**src/rtl/pmr_pkg.sv**
```systemverilog
// Package: register map, field layout and reset values of the PM register bank
// Operation
// - Capability bit 9 reads 1: D1 power state supported.
// - Capability bits 8 to 6 always read 000.
// - Capability bit 5 reads 1: device-specific initialization needed.
// - Capability bit 4 reads 0: function supplies own auxiliary power.
// - Capability bit 3 reads 0: no bus clock needed for wake.
// - Capability version bits 2 to 0 read 001.
// - Control/status resets to 0000h on bus reset only, not on D3hot exit.
// - Wake status bit 15 sets on every wake event, enabled or not.
// - Writing 1 to bit 15 clears it and releases wake, unless a wake event lands in the same cycle (set wins); 0 does nothing.
// - Control/status data scale bits 14 to 13 read zero.
// - Control/status data select bits 12 to 9 read zero.
// - Bit 8 wake enable gates the wake output; cleared means never asserted.
// - Control/status bits 7 to 5 and 3 to 2 read zero.
// - Control/status bit 4 dynamic-data wake enable reads zero.
// - Power-state bits 1 to 0 report and set state: D0, D1, D2, D3hot.
// - Bridge support extensions byte is read-only, value C0h.
// - Extensions bit 7 reads 1: bus power and clock control.
// - Extensions bit 6 reads 1, bits 5 to 0 read zero.
package pmr_pkg;

  // Register indices; byte address on the bus is four times the index
  localparam logic [7:0]  CAP_IDX  = 8'hA2;
  localparam logic [7:0]  CSR_IDX  = 8'hA4;
  localparam logic [7:0]  EXT_IDX  = 8'hA6;
  localparam logic [11:0] CAP_ADDR = {2'h0, CAP_IDX, 2'h0};
  localparam logic [11:0] CSR_ADDR = {2'h0, CSR_IDX, 2'h0};
  localparam logic [11:0] EXT_ADDR = {2'h0, EXT_IDX, 2'h0};

  // Control/status field positions
  localparam int WS_BIT = 15;
  localparam int WE_BIT = 8;
  localparam int PS_LSB = 0;
  localparam int PS_MSB = 1;

  // Capability low bits: d1_supported, reserved, init, aux_power_flag,
  // wake_needs_bus_clock, version 001
  localparam logic [9:0]  CAP_LO   = 10'h221;
  localparam logic [15:0] CSR_RST  = 16'h0000;
  localparam logic [7:0]  EXT_VAL  = 8'hC0;

  typedef enum logic [1:0] {
    PMR_D0,
    PMR_D1,
    PMR_D2,
    PMR_D3HOT
  } pmr_pstate_t;

endpackage : pmr_pkg

```
**src/rtl/pmr_regs.sv**
```systemverilog
// PCI power-management register bank behind an AHB-Lite slave port
//
// Decided for this implementation: the AHB-Lite slave port.
`timescale 1ns/1ps

module pmr_regs #(
  parameter logic [5:0] CAP_HI = 6'h00   // Upper capability bits, kept outside
) (
  input  wire logic        hclk,         // Bus clock, 250 MHz
  input  wire logic        hresetn,      // Bus reset, async, active low
  input  wire logic        hsel,         // Slave select
  input  wire logic [31:0] haddr,        // Byte address
  input  wire logic [1:0]  htrans,       // Transfer type
  input  wire logic        hwrite,       // Write when high
  input  wire logic [2:0]  hsize,        // Transfer size, word only
  input  wire logic [31:0] hwdata,       // Write data
  input  wire logic        hready,       // Bus ready
  output logic      [31:0] hrdata,       // Read data
  output logic             hreadyout,    // Slave ready
  output logic             hresp,        // Response, always OKAY
  input  wire logic        wake_event,   // Function would signal wake, pulse
  output logic             wake_n,       // Wake request, active low
  output logic      [1:0]  power_state,  // Current power state
  output logic             func_reset    // Internal reset pulse on D3hot exit
);

  ////////////////////////////////////////////////////////////////////////////
  // Bus address phase capture

  logic        aphase;
  logic        wr_q;
  logic        rd_q;
  logic [11:0] addr_q;

  assign aphase    = hsel && htrans[1] && hready;
  assign hreadyout = 1'b1;
  assign hresp     = 1'b0;

  always_ff @(posedge hclk or negedge hresetn)
  begin
    if (!hresetn)
    begin
      wr_q   <= 1'b0;
      rd_q   <= 1'b0;
      addr_q <= 12'h000;
    end
    else
    begin
      wr_q   <= aphase && hwrite;
      rd_q   <= aphase && !hwrite;
      addr_q <= aphase ? haddr[11:0] : addr_q;
    end
  end

  ////////////////////////////////////////////////////////////////////////////
  // Control/status state

  logic                 csr_wr;
  logic                 ws_q;
  logic                 ws_d;
  logic                 we_q;
  logic                 we_d;
  pmr_pkg::pmr_pstate_t ps_q;
  pmr_pkg::pmr_pstate_t ps_d;
  logic                 frst_d;

  // Only the control/status word takes writes; others drop them
  assign csr_wr = wr_q && (addr_q == pmr_pkg::CSR_ADDR);

  always_comb
  begin
    we_d   = we_q;
    ps_d   = ps_q;
    frst_d = 1'b0;
    // An event in the clearing cycle is kept: set wins
    ws_d   = wake_event || ws_q;
    if (csr_wr)
    begin
      if (hwdata[pmr_pkg::WS_BIT])
        ws_d = wake_event;
      we_d = hwdata[pmr_pkg::WE_BIT];
      ps_d = pmr_pkg::pmr_pstate_t'(hwdata[pmr_pkg::PS_MSB:pmr_pkg::PS_LSB]);
      frst_d = (ps_q == pmr_pkg::PMR_D3HOT) && (ps_d == pmr_pkg::PMR_D0);
    end
  end

  // Only the bus reset clears these; the D3hot exit reset does not reach
  always_ff @(posedge hclk or negedge hresetn)
  begin
    if (!hresetn)
    begin
      ws_q <= pmr_pkg::CSR_RST[pmr_pkg::WS_BIT];
      we_q <= pmr_pkg::CSR_RST[pmr_pkg::WE_BIT];
      ps_q <= pmr_pkg::PMR_D0;
    end
    else
    begin
      ws_q <= ws_d;
      we_q <= we_d;
      ps_q <= ps_d;
    end
  end

  ////////////////////////////////////////////////////////////////////////////
  // Outputs to the function

  always_ff @(posedge hclk or negedge hresetn)
  begin
    if (!hresetn)
    begin
      wake_n      <= 1'b1;
      power_state <= 2'h0;
      func_reset  <= 1'b0;
    end
    else
    begin
      wake_n      <= !(ws_d && we_d);
      power_state <= ps_d;
      func_reset  <= frst_d;
    end
  end

  ////////////////////////////////////////////////////////////////////////////
  // Read path

  // Built from next-state values so a read right after a write sees it
  function automatic logic [31:0] rd_word(
    input logic [11:0]          a,
    input logic                 ws,
    input logic                 we,
    input pmr_pkg::pmr_pstate_t ps
  );
    logic [31:0] w;
    w = 32'h0000_0000;
    unique case (a)
      pmr_pkg::CAP_ADDR: w[15:0] = {CAP_HI, pmr_pkg::CAP_LO};
      pmr_pkg::CSR_ADDR: w[15:0] = {ws, 6'h00, we, 6'h00, ps};
      pmr_pkg::EXT_ADDR: w[7:0] = pmr_pkg::EXT_VAL;
      default: w = 32'h0000_0000;
    endcase
    return w;
  endfunction : rd_word

  always_ff @(posedge hclk or negedge hresetn)
  begin
    if (!hresetn)
      hrdata <= 32'h0000_0000;
    else if (aphase && !hwrite)
      hrdata <= rd_word(haddr[11:0], ws_d, we_d, ps_d);
  end
endmodule : pmr_regs

```
**config.mk**
```make
export PLATFORM = sky130hd
export DESIGN_NAME = pmr_regs
export DESIGN_NICKNAME = d
export VERILOG_FILES = /design/src/rtl/pmr_pkg.sv /design/src/rtl/pmr_regs.sv
export SDC_FILE = /design/constraint.sdc
export NUM_CORES = 1
export LEC_CHECK = 0
export ABC_AREA = 1
export BUFFER_PORTS_ARGS = -buffer_cell sky130_fd_sc_hd__buf_2
export CAP_MARGIN = 20
export CORE_MARGIN = 1.5
export CORE_UTILIZATION = 35
export CTS_BUF_LIST = sky130_fd_sc_hd__clkbuf_16
export DETAILED_ROUTE_END_ITERATION = 16
export PLACE_DENSITY_LB_ADDON = 0.08
export SYNTH_ARGS = -nofsm -noshare
export SYNTH_HDL_FRONTEND = slang
export SYNTH_SLANG_ARGS = --single-unit
```
**constraint.sdc**
```tcl
create_clock -name hclk -period 1 [get_ports hclk]
set_input_delay 0.2 -clock hclk [delete_from_list [all_inputs] [get_ports hclk]]
set_output_delay 0.2 -clock hclk [all_outputs]
set_load 0.01 [all_outputs]
```
* After elaboration in Yosys (flattened, before gate mapping)
Index checks and enable logic that the tools add are counted.
Widths: inputs -> output; s select.
** Storage, ports and cells
- Register bits :: 35
- Output and inout bits :: 38
** Cells by class
- Equal/unequal tests :: 5
- Muxes and demuxes :: 7
- Reduce and logical (&&, ||, !) cells :: 11
** Operator list (count)
- $eq 12x10->1 const B :: 4
- $pmux 8 s3 :: 1
- $pmux 8 s2 :: 1
- $logic_and 1x1->1 :: 7
- $mux 1 :: 4
- $eq 2x2->1 const B :: 1
- $logic_not 1->1 :: 2
- $logic_not 2->1 :: 1
- $mux 2 :: 1
- $logic_or 1x1->1 :: 1

* Longest topological paths before layout
Gate-level depths: netlist of run 1.
- Depth in word-level cells :: 5
- Depth in mapped cells :: 8
- Gate-level depth less buffers :: 8

* Worst setup path before layout of run 1
No wires, ideal clock.
- Path type :: register -> register
- From :: register addr_q[3]
- To :: register ws_q
- Arrival :: 0.974 ns
- Required time :: 0.881 ns
- Slack :: -0.093 ns
- Cell stages (with the launch flop) :: 6
- Buffers on the path :: 0
- Clock period less this slack :: 1.093 ns
- Path through :: dfrtp_1 nor2_1 nand2_1 nor2_2 nand4_1 and2_1
** On the way
- Longest elaborated chain between the ends :: 3
** RTL lines
- start: declaration :: RTL line pmr_regs.sv:33 : logic [11:0] addr_q;
- start signal: assignment :: RTL line pmr_regs.sv:51 : addr_q <= aphase ? haddr[11:0] : addr_q;
- $eq 12x10->1 :: RTL line pmr_regs.sv:68 : assign csr_wr = wr_q && (addr_q == pmr_pkg::CSR_ADDR);
- $logic_and 1x1->1 :: RTL line pmr_regs.sv:68
- $mux 1 :: RTL line pmr_regs.sv:77 : if (csr_wr)
- net ws_d :: RTL line pmr_regs.sv:60 : logic ws_d;
- end signal: assignment :: RTL line pmr_regs.sv:92 : ws_q <= pmr_pkg::CSR_RST[pmr_pkg::WS_BIT];
- end signal: assignment :: RTL line pmr_regs.sv:98 : ws_q <= ws_d;
- end: declaration :: RTL line pmr_regs.sv:59 : logic ws_q;
The timed path passes the listed nets, and every way through them passes these cells.
A chain may end at the register's enable or synchronous reset.

* Worst setup path in the final report of run 1
- From :: register addr_q[2]
- To :: register wake_n
** On the way
- Longest elaborated chain between the ends :: 5
- Elaborated cells between the ends (all ways) :: 6
** RTL lines
- $eq 12x10->1 :: RTL line pmr_regs.sv:68
- $logic_and 1x1->1 :: RTL line pmr_regs.sv:68
- $mux 1 :: RTL line pmr_regs.sv:77
- net we_d :: RTL line pmr_regs.sv:62 : logic we_d;
- $logic_and 1x1->1 :: RTL line pmr_regs.sv:117 : wake_n <= !(ws_d && we_d);
- $logic_not 1->1 :: RTL line pmr_regs.sv:117
- end signal: assignment :: RTL line pmr_regs.sv:117
- end: declaration :: RTL line pmr_regs.sv:22 : output logic wake_n,
The timed path passes the listed nets, and every way through them passes these cells.

==> results.json, run 1 <==
{
  "status": "finished with violations",
  "violations": "setup timing",
  "fin_nets": 310,
  "endpoint": "wake_n$_DFF_PN1_",
  "cts-root-buf": "clkbuf_16",
  "reg2reg_from": "addr_q[2]$_DFFE_PN0P_",
  "cp.required_ps": 1180,
  "h-tree-depth": 1,
  "insertion_delay_ps": 250,
  "cp.arrival_ps": 1370,
  "ant_nets": 0,
  "endpoint_kind": "flop",
  "switchingPower_mw": 0.643,
  "worst-path-max-fanout": 4,
  "hold_slack_ps": 175,
  "max-cap-violations": 0,
  "rsz0062_at_grt": "true",
  "startpoint_type": "flop",
  "most-common-layout-cells": "buf_2 (33), nand2_1 (29), conb_1 (26)",
  "synth_warnings": 0,
  "p_int_mw": 1.83,
  "fin_crit_sh": 1.18,
  "max_clock_freq_mhz": 846,
  "vias": 1173,
  "area_delta_synth_final_pct": 28.2,
  "finalPower_mw": 2.47,
  "final_common_cell": "buf_2",
  "routed_wl_mm": 2.70,
  "ys_ff_latch": 25,
  "r2r_end": "wake_n$_DFF_PN1_",
  "layout-drive-gt1-share": 0.350,
  "multi_input_area_um2": 623,
  "grt_pass1_vias": 1096,
  "grt_pass1_wl_mm": 4.60,
  "die_height_um": 66.7,
  "switching_share": 0.260,
  "regArea_um2": 627,
  "dp_cells": 275,
  "cts_buffer_depth": 2,
  "pwr-share-comb": 0.176,
  "grt-ovfl-total": 0,
  "final-hold-violation-count": 0,
  "fin_crit_ps": 1180,
  "rows": 22,
  "criticalPathCategory": "reg -> reg",
  "peakVddDrop_mv": 0.771,
  "seq_area_frac_synth": 0.441,
  "maxSlewViolCount": 0,
  "fin_skew_ps": 2.85,
  "clk_pin_slew_ps": 60,
  "antenna_found_initial": 0,
  "gp_congestion": 0.756,
  "drt_iter0_markers": 21,
  "ff2ff_path_depth": 5,
  "clkPwrFrac": 0.355,
  "fp.dieW_um": 66.7,
  "setup_violations": 11,
  "yosys-top-cells-area": "dfrtp_1 (42%), buf_4 (15%), nand2_1 (8.5%)",
  "cts_buffers": 3,
  "post_drt_via_cell_ratio": 4.16,
  "fin_util": 0.483,
  "dp_hpwl_mm": 2.17,
  "syn_avg_cell_area_um2": 7.85,
  "synth_top_cell_by_area": "dfrtp_1",
  "finalNonFillerCells": 282,
  "wl_per_cell_um": 9.58,
  "synthDominantCellAreaShare": 0.423,
  "io_pins": 113,
  "grt_start_max_net_pins": 26,
  "cts_tree": "done",
  "p_seq_frac": 0.469,
  "cellLeakagePower_nw": 0.998,
  "antenna_cells": 0,
  "cts.sinks": 25,
  "grt_usage": 0.136,
  "place_ws_ps": -201,
  "crit_start": "addr_q[2]$_DFFE_PN0P_",
  "worst_slack_ps": -181,
  "nFillCells": 383,
  "powerDensity_nw_per_um2": 1360,
  "remaining_drc_errors": 0,
  "synthesis.area_um2": 1420,
  "hold_class": "in -> reg",
  "synth.distinct_cells": 22,
  "die-area_um2": 4450,
  "initial_utilization": 0.377,
  "numPortBuffers": 34,
  "r2r_setup_slack_ps": -180,
  "dr.pass1.iters": 4,
  "netlist_instances": 181,
  "core_um2": 3770
}
synth_stat cells, drive strengths merged:
master	n
mux2	1
o21ai	10
and2	2
nand4	2
nand3b	1
or2	1
buf	28
nand3	16
a21oi	6
clkbuf	2
nor2	28
nand2	33
conb	2
dfrtp	24
inv	22
nor3	2
dfstp	1
area by class of cell:
class                   count  area share
clock inverters             1     0.00206
clock buffers               3      0.0412
well taps                  48      0.0330
repair buffers             55       0.192
inverters                  22      0.0454
multi-input cells         128       0.342
flip-flops and latches     25       0.344
registers in the layout, summed over array words and instances (netlist names):
name and count:
addr_q 12, func_reset 1, hrdata 6, power_state 2, wake_n 1, we_q 1
wr_q 1, ws_q 1
how the worst min path moves through the flow:
| stage | cells past startpoint | from | slack [ps] | endpoint |
|---|---|---|---|---|
| after global placement | 2 | hresetn | 150 | addr_q[10]$_DFFE_PN0P_ |
| after detailed placement | 2 | hresetn | 160 | addr_q[11]$_DFFE_PN0P_ |
| after CTS | 3 | hwrite | 170 | wr_q$_DFF_PN0_ |
| after global routing | 3 | hwrite | 180 | wr_q$_DFF_PN0_ |
| final | 3 | hwrite | 170 | wr_q$_DFF_PN0_ |
| after floorplan | 0 | hresetn | -100 | addr_q[0]$_DFFE_PN0P_ |
power by group through the flow:
| stage | Sequential, mW | Combinational [mW] | Clock, mW |
|---|---|---|---|
| floorplan | 1.15 | 0.290 | 0 |
| global placement | 1.16 | 0.408 | 0 |
| detailed placement | 1.16 | 0.412 | 0 |
| CTS | 1.15 | 0.425 | 0.898 |
| global route | 1.17 | 0.503 | 0.934 |
| finish | 1.16 | 0.435 | 0.875 |
stage by stage:
| step | instance area, um2 | setup TNS, ps |
|---|---|---|
| 6_report | 1820 | -1300 |
| 5_1_grt | 1820 | -2410 |
| 4_1_cts | 1780 | -1470 |
| 3_3_place_gp | 1670 | -1640 |
| 2_1_floorplan | 1510 | -276 |
| 3_5_place_dp | 1670 | -1730 |
cell families (layout without fill, tap and decap cells):
group,after synthesis,after routing,synth area share
flip-flops,25,25,0.441
other,2,26,0.00529
buffers and inverters,52,81,0.211
multiplexers,1,1,0.00793
AO/OA/AOI/OAI,16,16,0.0590
AND/OR/NAND/NOR,85,85,0.275
timing repair:
item                                   CTS  global route
hold buffers                             1             0
pin swaps                                5             7
buffers inserted                         0             2
setup endpoints to repair               11            17
resized for setup                        8             7
endpoints found under the hold margin   24             0
critical path: stages (launching register included):
cell and delay, ps:
dfrtp_1 400, or2_1 240, nor2_2 120, nand2_2 100, o21ai_2 180, nand3_2 70
layer usage:
metal,GRT usage,routed length [um],share of wire
met5,0,0,0
met4,0.0306,10,0.0037
met3,0.0287,155,0.057
met2,0.226,1280,0.47
met1,0.180,1250,0.46
(Power assumes the default switching activity.)
==> run 2: changes to the inputs <==
--- a/config.mk
+++ b/config.mk
@@ -8,8 +8,10 @@
 export ABC_AREA = 1
 export BUFFER_PORTS_ARGS = -buffer_cell sky130_fd_sc_hd__buf_2
 export CAP_MARGIN = 20
-export CORE_MARGIN = 1.5
-export CORE_UTILIZATION = 35
+export CELL_PAD_IN_SITES_DETAIL_PLACEMENT = 0
+export CELL_PAD_IN_SITES_GLOBAL_PLACEMENT = 1
+export CORE_MARGIN = 8
+export CORE_UTILIZATION = 26
 export CTS_BUF_LIST = sky130_fd_sc_hd__clkbuf_16
 export DETAILED_ROUTE_END_ITERATION = 16
 export PLACE_DENSITY_LB_ADDON = 0.08
==> constraint.sdc (replaced) <==
create_clock -name hclk -period 1.3 [get_ports hclk]
set_input_delay 0.26 -clock hclk [delete_from_list [all_inputs] [get_ports hclk]]
set_output_delay 0.26 -clock hclk [all_outputs]
set_load 0.01 [all_outputs]
==> results.json, run 2 (synthesized netlist as in run 1, its figures left out) <==
{
  "grt_start_max_net_pins": 26,
  "slew_headroom": 0.629,
  "fin_nets": 291,
  "clk_pin_slew_ps": 60,
  "status": "finished with violations",
  "fp.dieW_um": 89.9,
  "h-tree-depth": 1,
  "largest_register_ffs": 12,
  "remaining_drc_errors": 0,
  "grt-ovfl-total": 0,
  "criticalPathCategory": "reg -> reg",
  "endpoint_kind": "flop",
  "cts-root-buf": "clkbuf_16",
  "switching_share": 0.260,
  "hold_buffers": 0,
  "fin_skew_ps": 3.16,
  "max-cap-violations": 0,
  "grt_usage": 0.0848,
  "hold_class": "in -> async",
  "most-common-layout-cells": "buf_2 (34), nand2_1 (31), conb_1 (26)",
  "finalNonFillerCells": 287,
  "peakVddDrop_mv": 0.492,
  "layout-drive-gt1-share": 0.260,
  "worst-path-max-fanout": 3,
  "powerDensity_nw_per_um2": 1090,
  "dr.pass1.iters": 4,
  "clkPwrFrac": 0.371,
  "core_um2": 5410,
  "final-hold-violation-count": 24,
  "io_pins": 113,
  "routed_wl_mm": 3.34,
  "critPathMostFrequentCell": "nor2_2",
  "cts_buffer_depth": 2,
  "antenna_cells": 0,
  "ant_nets": 0,
  "vias": 1118,
  "fin_crit_sh": 0.938,
  "numPortBuffers": 34,
  "crit_slowest_cell": "dfrtp_1",
  "slowest_delay_ps": 390,
  "initial_utilization": 0.263,
  "path_cells": "nor2_2, nand2_1, nor2_2, nand4_1, and2_1",
  "post_cts_buffers": 0,
  "cts.sinks": 25,
  "top_regs": "addr_q (12), hrdata (6), power_state (2)",
  "wl_per_cell_um": 11.6,
  "cp.arrival_ps": 1370,
  "dp_cells": 283,
  "drt_iter0_markers": 45,
  "switchingPower_mw": 0.470,
  "p_seq_frac": 0.488,
  "hold_slack_ps": -8.72,
  "post_drt_via_cell_ratio": 3.90,
  "gp_congestion": 0.753,
  "maxSlewViolCount": 0,
  "rsz0062_at_grt": "true",
  "die-area_um2": 8080,
  "setup_violations": 0,
  "antenna_found_initial": 0,
  "grt_pass1_vias": 1160,
  "cp.required_ps": 1450,
  "cts_tree": "done",
  "final_common_cell": "buf_2",
  "max_clock_freq_mhz": 820,
  "p_int_mw": 1.34,
  "violations": "hold timing",
  "cellLeakagePower_nw": 0.904,
  "dp_hpwl_mm": 2.79,
  "rows": 27,
  "reg2reg_from": "addr_q[1]$_DFFE_PN0P_",
  "startpoint_type": "flop",
  "insertion_delay_ps": 260,
  "ff2ff_path_depth": 5,
  "cts_buffers": 3,
  "fin_crit_ps": 1220,
  "top_register": "addr_q",
  "fin_setup_tns_ps": 0,
  "pwr-share-comb": 0.141,
  "die_height_um": 89.9,
  "r2r_setup_slack_ps": 80,
  "r2r_end": "ws_q$_DFF_PN0_",
  "area_delta_synth_final_pct": 16.7,
  "grt_pass1_wl_mm": 5.60,
  "worst_slew_pin_slew_ps": 557
}
-- run 2: changes by cell type in the layout (fill, tap and decap cells not counted), moves of 2 or more --
cell,before,now
inv_2,2,0
inv_1,21,23
nand2_1,29,31
nand3_2,4,2
buf_4,19,2
nand3_1,12,14
nor2_1,17,19
nand2_2,4,2
nor2_4,2,0
-- run 2: cell type report --
cell class              instances  area [um2]
inverters                      22        82.6
repair buffers                 36         185
flip-flops and latches         25         627
clock buffers                   3        75.1
multi-input cells             128         593
clock inverters                 1        3.75
well taps                      72        90.1
fillers                       604        3750
-- run 2: power groups by stage --
| stage | Combinational (mW) | Sequential (mW) | Clock (mW) |
|---|---|---|---|
| floorplan | 0.222 | 0.883 | 0 |
| global placement | 0.251 | 0.893 | 0 |
| detailed placement | 0.251 | 0.894 | 0 |
| CTS | 0.252 | 0.879 | 0.699 |
| global route | 0.292 | 0.889 | 0.750 |
| finish | 0.254 | 0.882 | 0.670 |
-- run 2: through the flow --
step / utilization / hold slack (ps) / worst slack, ps / area (um2) / total power, mW
finish: 0.306 / -8.72 / 80.1 / 1660 / 1.81
global route: 0.306 / 42.3 / -2.09 / 1660 / 1.93
CTS: 0.305 / 20.9 / 47.4 / 1650 / 1.83
detailed placement: 0.290 / 297 / 8.94 / 1570 / 1.14
global placement: 0.290 / 288 / 27.4 / 1570 / 1.14
floorplan: - / -35.6 / 207 / 1510 / 1.11
-- run 2: routing by layer --
layer / part of all wire / GRT usage / vias up
met5: 0 / 0 / -
met4: 0.014 / 0.0416 / 0
met3: 0.032 / 0.0166 / 2
met2: 0.48 / 0.137 / 30
met1: 0.47 / 0.105 / 512
li1: - / - / 574
-- run 2: critical path: cells and delay by family (launching register included) --
| family | cells | cell delay (ps) |
|---|---|---|
| DFF | 1 | 390 |
| and+or+nand+nor | 5 | 720 |
-- run 2: worst max path at each step --
stage / endpoint / start
after floorplan: ws_q$_DFF_PN0_ / addr_q[3]$_DFFE_PN0P_
after global placement: hrdata[1]$_DFFE_PN0P_ / haddr[11]
after detailed placement: hrdata[15]$_DFFE_PN0P_ / haddr[11]
after CTS: hrdata[15]$_DFFE_PN0P_ / addr_q[6]$_DFFE_PN0P_
after global routing: hrdata[15]$_DFFE_PN0P_ / addr_q[1]$_DFFE_PN0P_
final: ws_q$_DFF_PN0_ / addr_q[1]$_DFFE_PN0P_
-- run 2: repair_timing --
action / 4_1_cts / 5_1_grt
hold endpoints to repair: 0 / 0
gates resized for setup: 0 / 4
setup endpoints to repair: 0 / 4
==> run 3: changes to the inputs <==
--- a/config.mk
+++ b/config.mk
@@ -10,6 +10,7 @@
 export CAP_MARGIN = 20
 export CELL_PAD_IN_SITES_DETAIL_PLACEMENT = 0
 export CELL_PAD_IN_SITES_GLOBAL_PLACEMENT = 1
+export CORE_ASPECT_RATIO = 0.75
 export CORE_MARGIN = 8
 export CORE_UTILIZATION = 26
 export CTS_BUF_LIST = sky130_fd_sc_hd__clkbuf_16
==> results.json, run 3 (synthesized netlist as in run 1, its figures left out) <==
{
  "antenna_cells": 0,
  "cp.arrival_ps": 1340,
  "layout-drive-gt1-share": 0.298,
  "fin_crit_sh": 0.915,
  "fin_crit_ps": 1190,
  "clk_pin_slew_ps": 70,
  "worst_slack_ps": 110,
  "grt_usage": 0.0867,
  "worst-path-max-fanout": 3,
  "endpoint_kind": "flop",
  "place_ws_ps": -70.4,
  "final_common_cell": "buf_2",
  "initial_utilization": 0.268,
  "post_drt_via_cell_ratio": 3.81,
  "insertion_delay_ps": 260,
  "wl_per_cell_um": 11.7,
  "drt_iter0_markers": 26,
  "cts_tree": "done",
  "h-tree-depth": 1,
  "numPortBuffers": 34,
  "rows": 23,
  "routed_wl_mm": 3.43,
  "maxSlewViolCount": 0,
  "reg2reg_from": "addr_q[7]$_DFFE_PN0P_",
  "vias": 1117,
  "rsz0062_at_grt": "false",
  "gp_congestion": 0.723,
  "powerDensity_nw_per_um2": 1100,
  "max_clock_freq_mhz": 841,
  "cts_buffer_depth": 2,
  "die-area_um2": 8110,
  "slew_headroom": 0.613,
  "crit_start": "addr_q[7]$_DFFE_PN0P_",
  "area_delta_synth_final_pct": 19.6,
  "remaining_drc_errors": 0,
  "violations": "hold timing",
  "fp.dieW_um": 101,
  "worst_slew_pin_slew_ps": 580,
  "ff2ff_path_depth": 6,
  "die_height_um": 80.0,
  "hold_slack_ps": -7.80,
  "grt-ovfl-total": 0,
  "cts.sinks": 25,
  "startpoint_type": "flop",
  "finalPower_mw": 1.86,
  "final-hold-violation-count": 10,
  "fin_nets": 294,
  "top_register": "addr_q",
  "grt_pass1_wl_mm": 5.56,
  "cp.required_ps": 1450,
  "ant_nets": 0,
  "antenna_found_initial": 0,
  "grt_start_max_net_pins": 26,
  "status": "finished with violations",
  "cellLeakagePower_nw": 0.913,
  "dr.pass1.iters": 4,
  "max-cap-violations": 0,
  "fin_skew_ps": 7.10,
  "criticalPathCategory": "reg -> reg",
  "grt_pass1_vias": 1129,
  "setup_violations": 0,
  "peakVddDrop_mv": 0.474,
  "top_regs": "addr_q (12), hrdata (6), power_state (2)",
  "cts-root-buf": "clkbuf_16",
  "io_pins": 113,
  "cts_buffers": 3,
  "r2r_setup_slack_ps": 110,
  "r2r_end": "ws_q$_DFF_PN0_",
  "dp_hpwl_mm": 2.84,
  "core_um2": 5300,
  "nFillCells": 612,
  "most-common-layout-cells": "buf_2 (34), nand2_1 (29), conb_1 (26)",
  "hold_class": "in -> async",
  "largest_register_ffs": 12
}
[run 3: cell count changes in the layout (fill, tap and decap cells not counted), sizes merged]
cell,before,now
clkinv,0,1
buf,36,39
inv,23,22
[run 3: report_power, final]
group / internal, mW / switching, mW / leakage (nW)
combinational: 0.105 / 0.175 / 0.563
clock: 0.415 / 0.279 / 0.0409
sequential: 0.840 / 0.0513 / 0.310
total: 1.36 / 0.505 / 0.913
[run 3: critical path, stage by stage (launching register included)]
cell and delay, ps:
dfrtp_1 370, inv_2 50, nor2_2 130, nand2_2 60, nor2_2 130, nand4_1 150, and2_1 200
[run 3: worst max path at each step]
| stage | endpoint | depth (start not counted) | slack (ps) |
|---|---|---|---|
| final | ws_q$_DFF_PN0_ | 6 | 110 |
| after global placement | hrdata[8]$_DFFE_PN0P_ | 6 | -60 |
| after detailed placement | hrdata[15]$_DFFE_PN0P_ | 6 | -70 |
| after global routing | hrdata[15]$_DFFE_PN0P_ | 7 | 0.8 |
| after CTS | ws_q$_DFF_PN0_ | 5 | 50 |
| after floorplan | ws_q$_DFF_PN0_ | 5 | 210 |
[run 3: stage by stage]
| step | TNS, ps | area (um2) | cells | hold slack, ps | utilization |
|---|---|---|---|---|---|
| floorplan | 0 | 1510 | 205 | -35.6 | - |
| detailed placement | -177 | 1580 | 287 | 306 | 0.298 |
| finish | 0 | 1700 | 293 | -7.80 | 0.321 |
| CTS | 0 | 1660 | 291 | 21.9 | 0.313 |
| global placement | -156 | 1580 | 287 | 297 | 0.298 |
| global route | 0 | 1700 | 293 | 41.5 | 0.321 |
[run 3: final cells by class]
cell class                      count  area [um2]  area share
Sequential cell                    25         627       0.369
Multi-Input combinational cell    128         608       0.358
Timing Repair Buffer               39         208       0.122
Tap cell                           75        93.8      0.0552
Inverter                           22        82.6      0.0486
Clock buffer                        3        75.1      0.0442
Clock inverter                      1        5.00     0.00295
[run 3: routing by layer]
metal / part of all wire / track usage
met5: 0 / 0
met4: 0 / 0.00889
met3: 0.074 / 0.0348
met2: 0.47 / 0.142
met1: 0.46 / 0.108
[run 3: timing repair]
action,CTS,global route
setup endpoints to repair,0,4
hold buffers,0,0
setup buffers,0,2
gates resized for setup,0,11
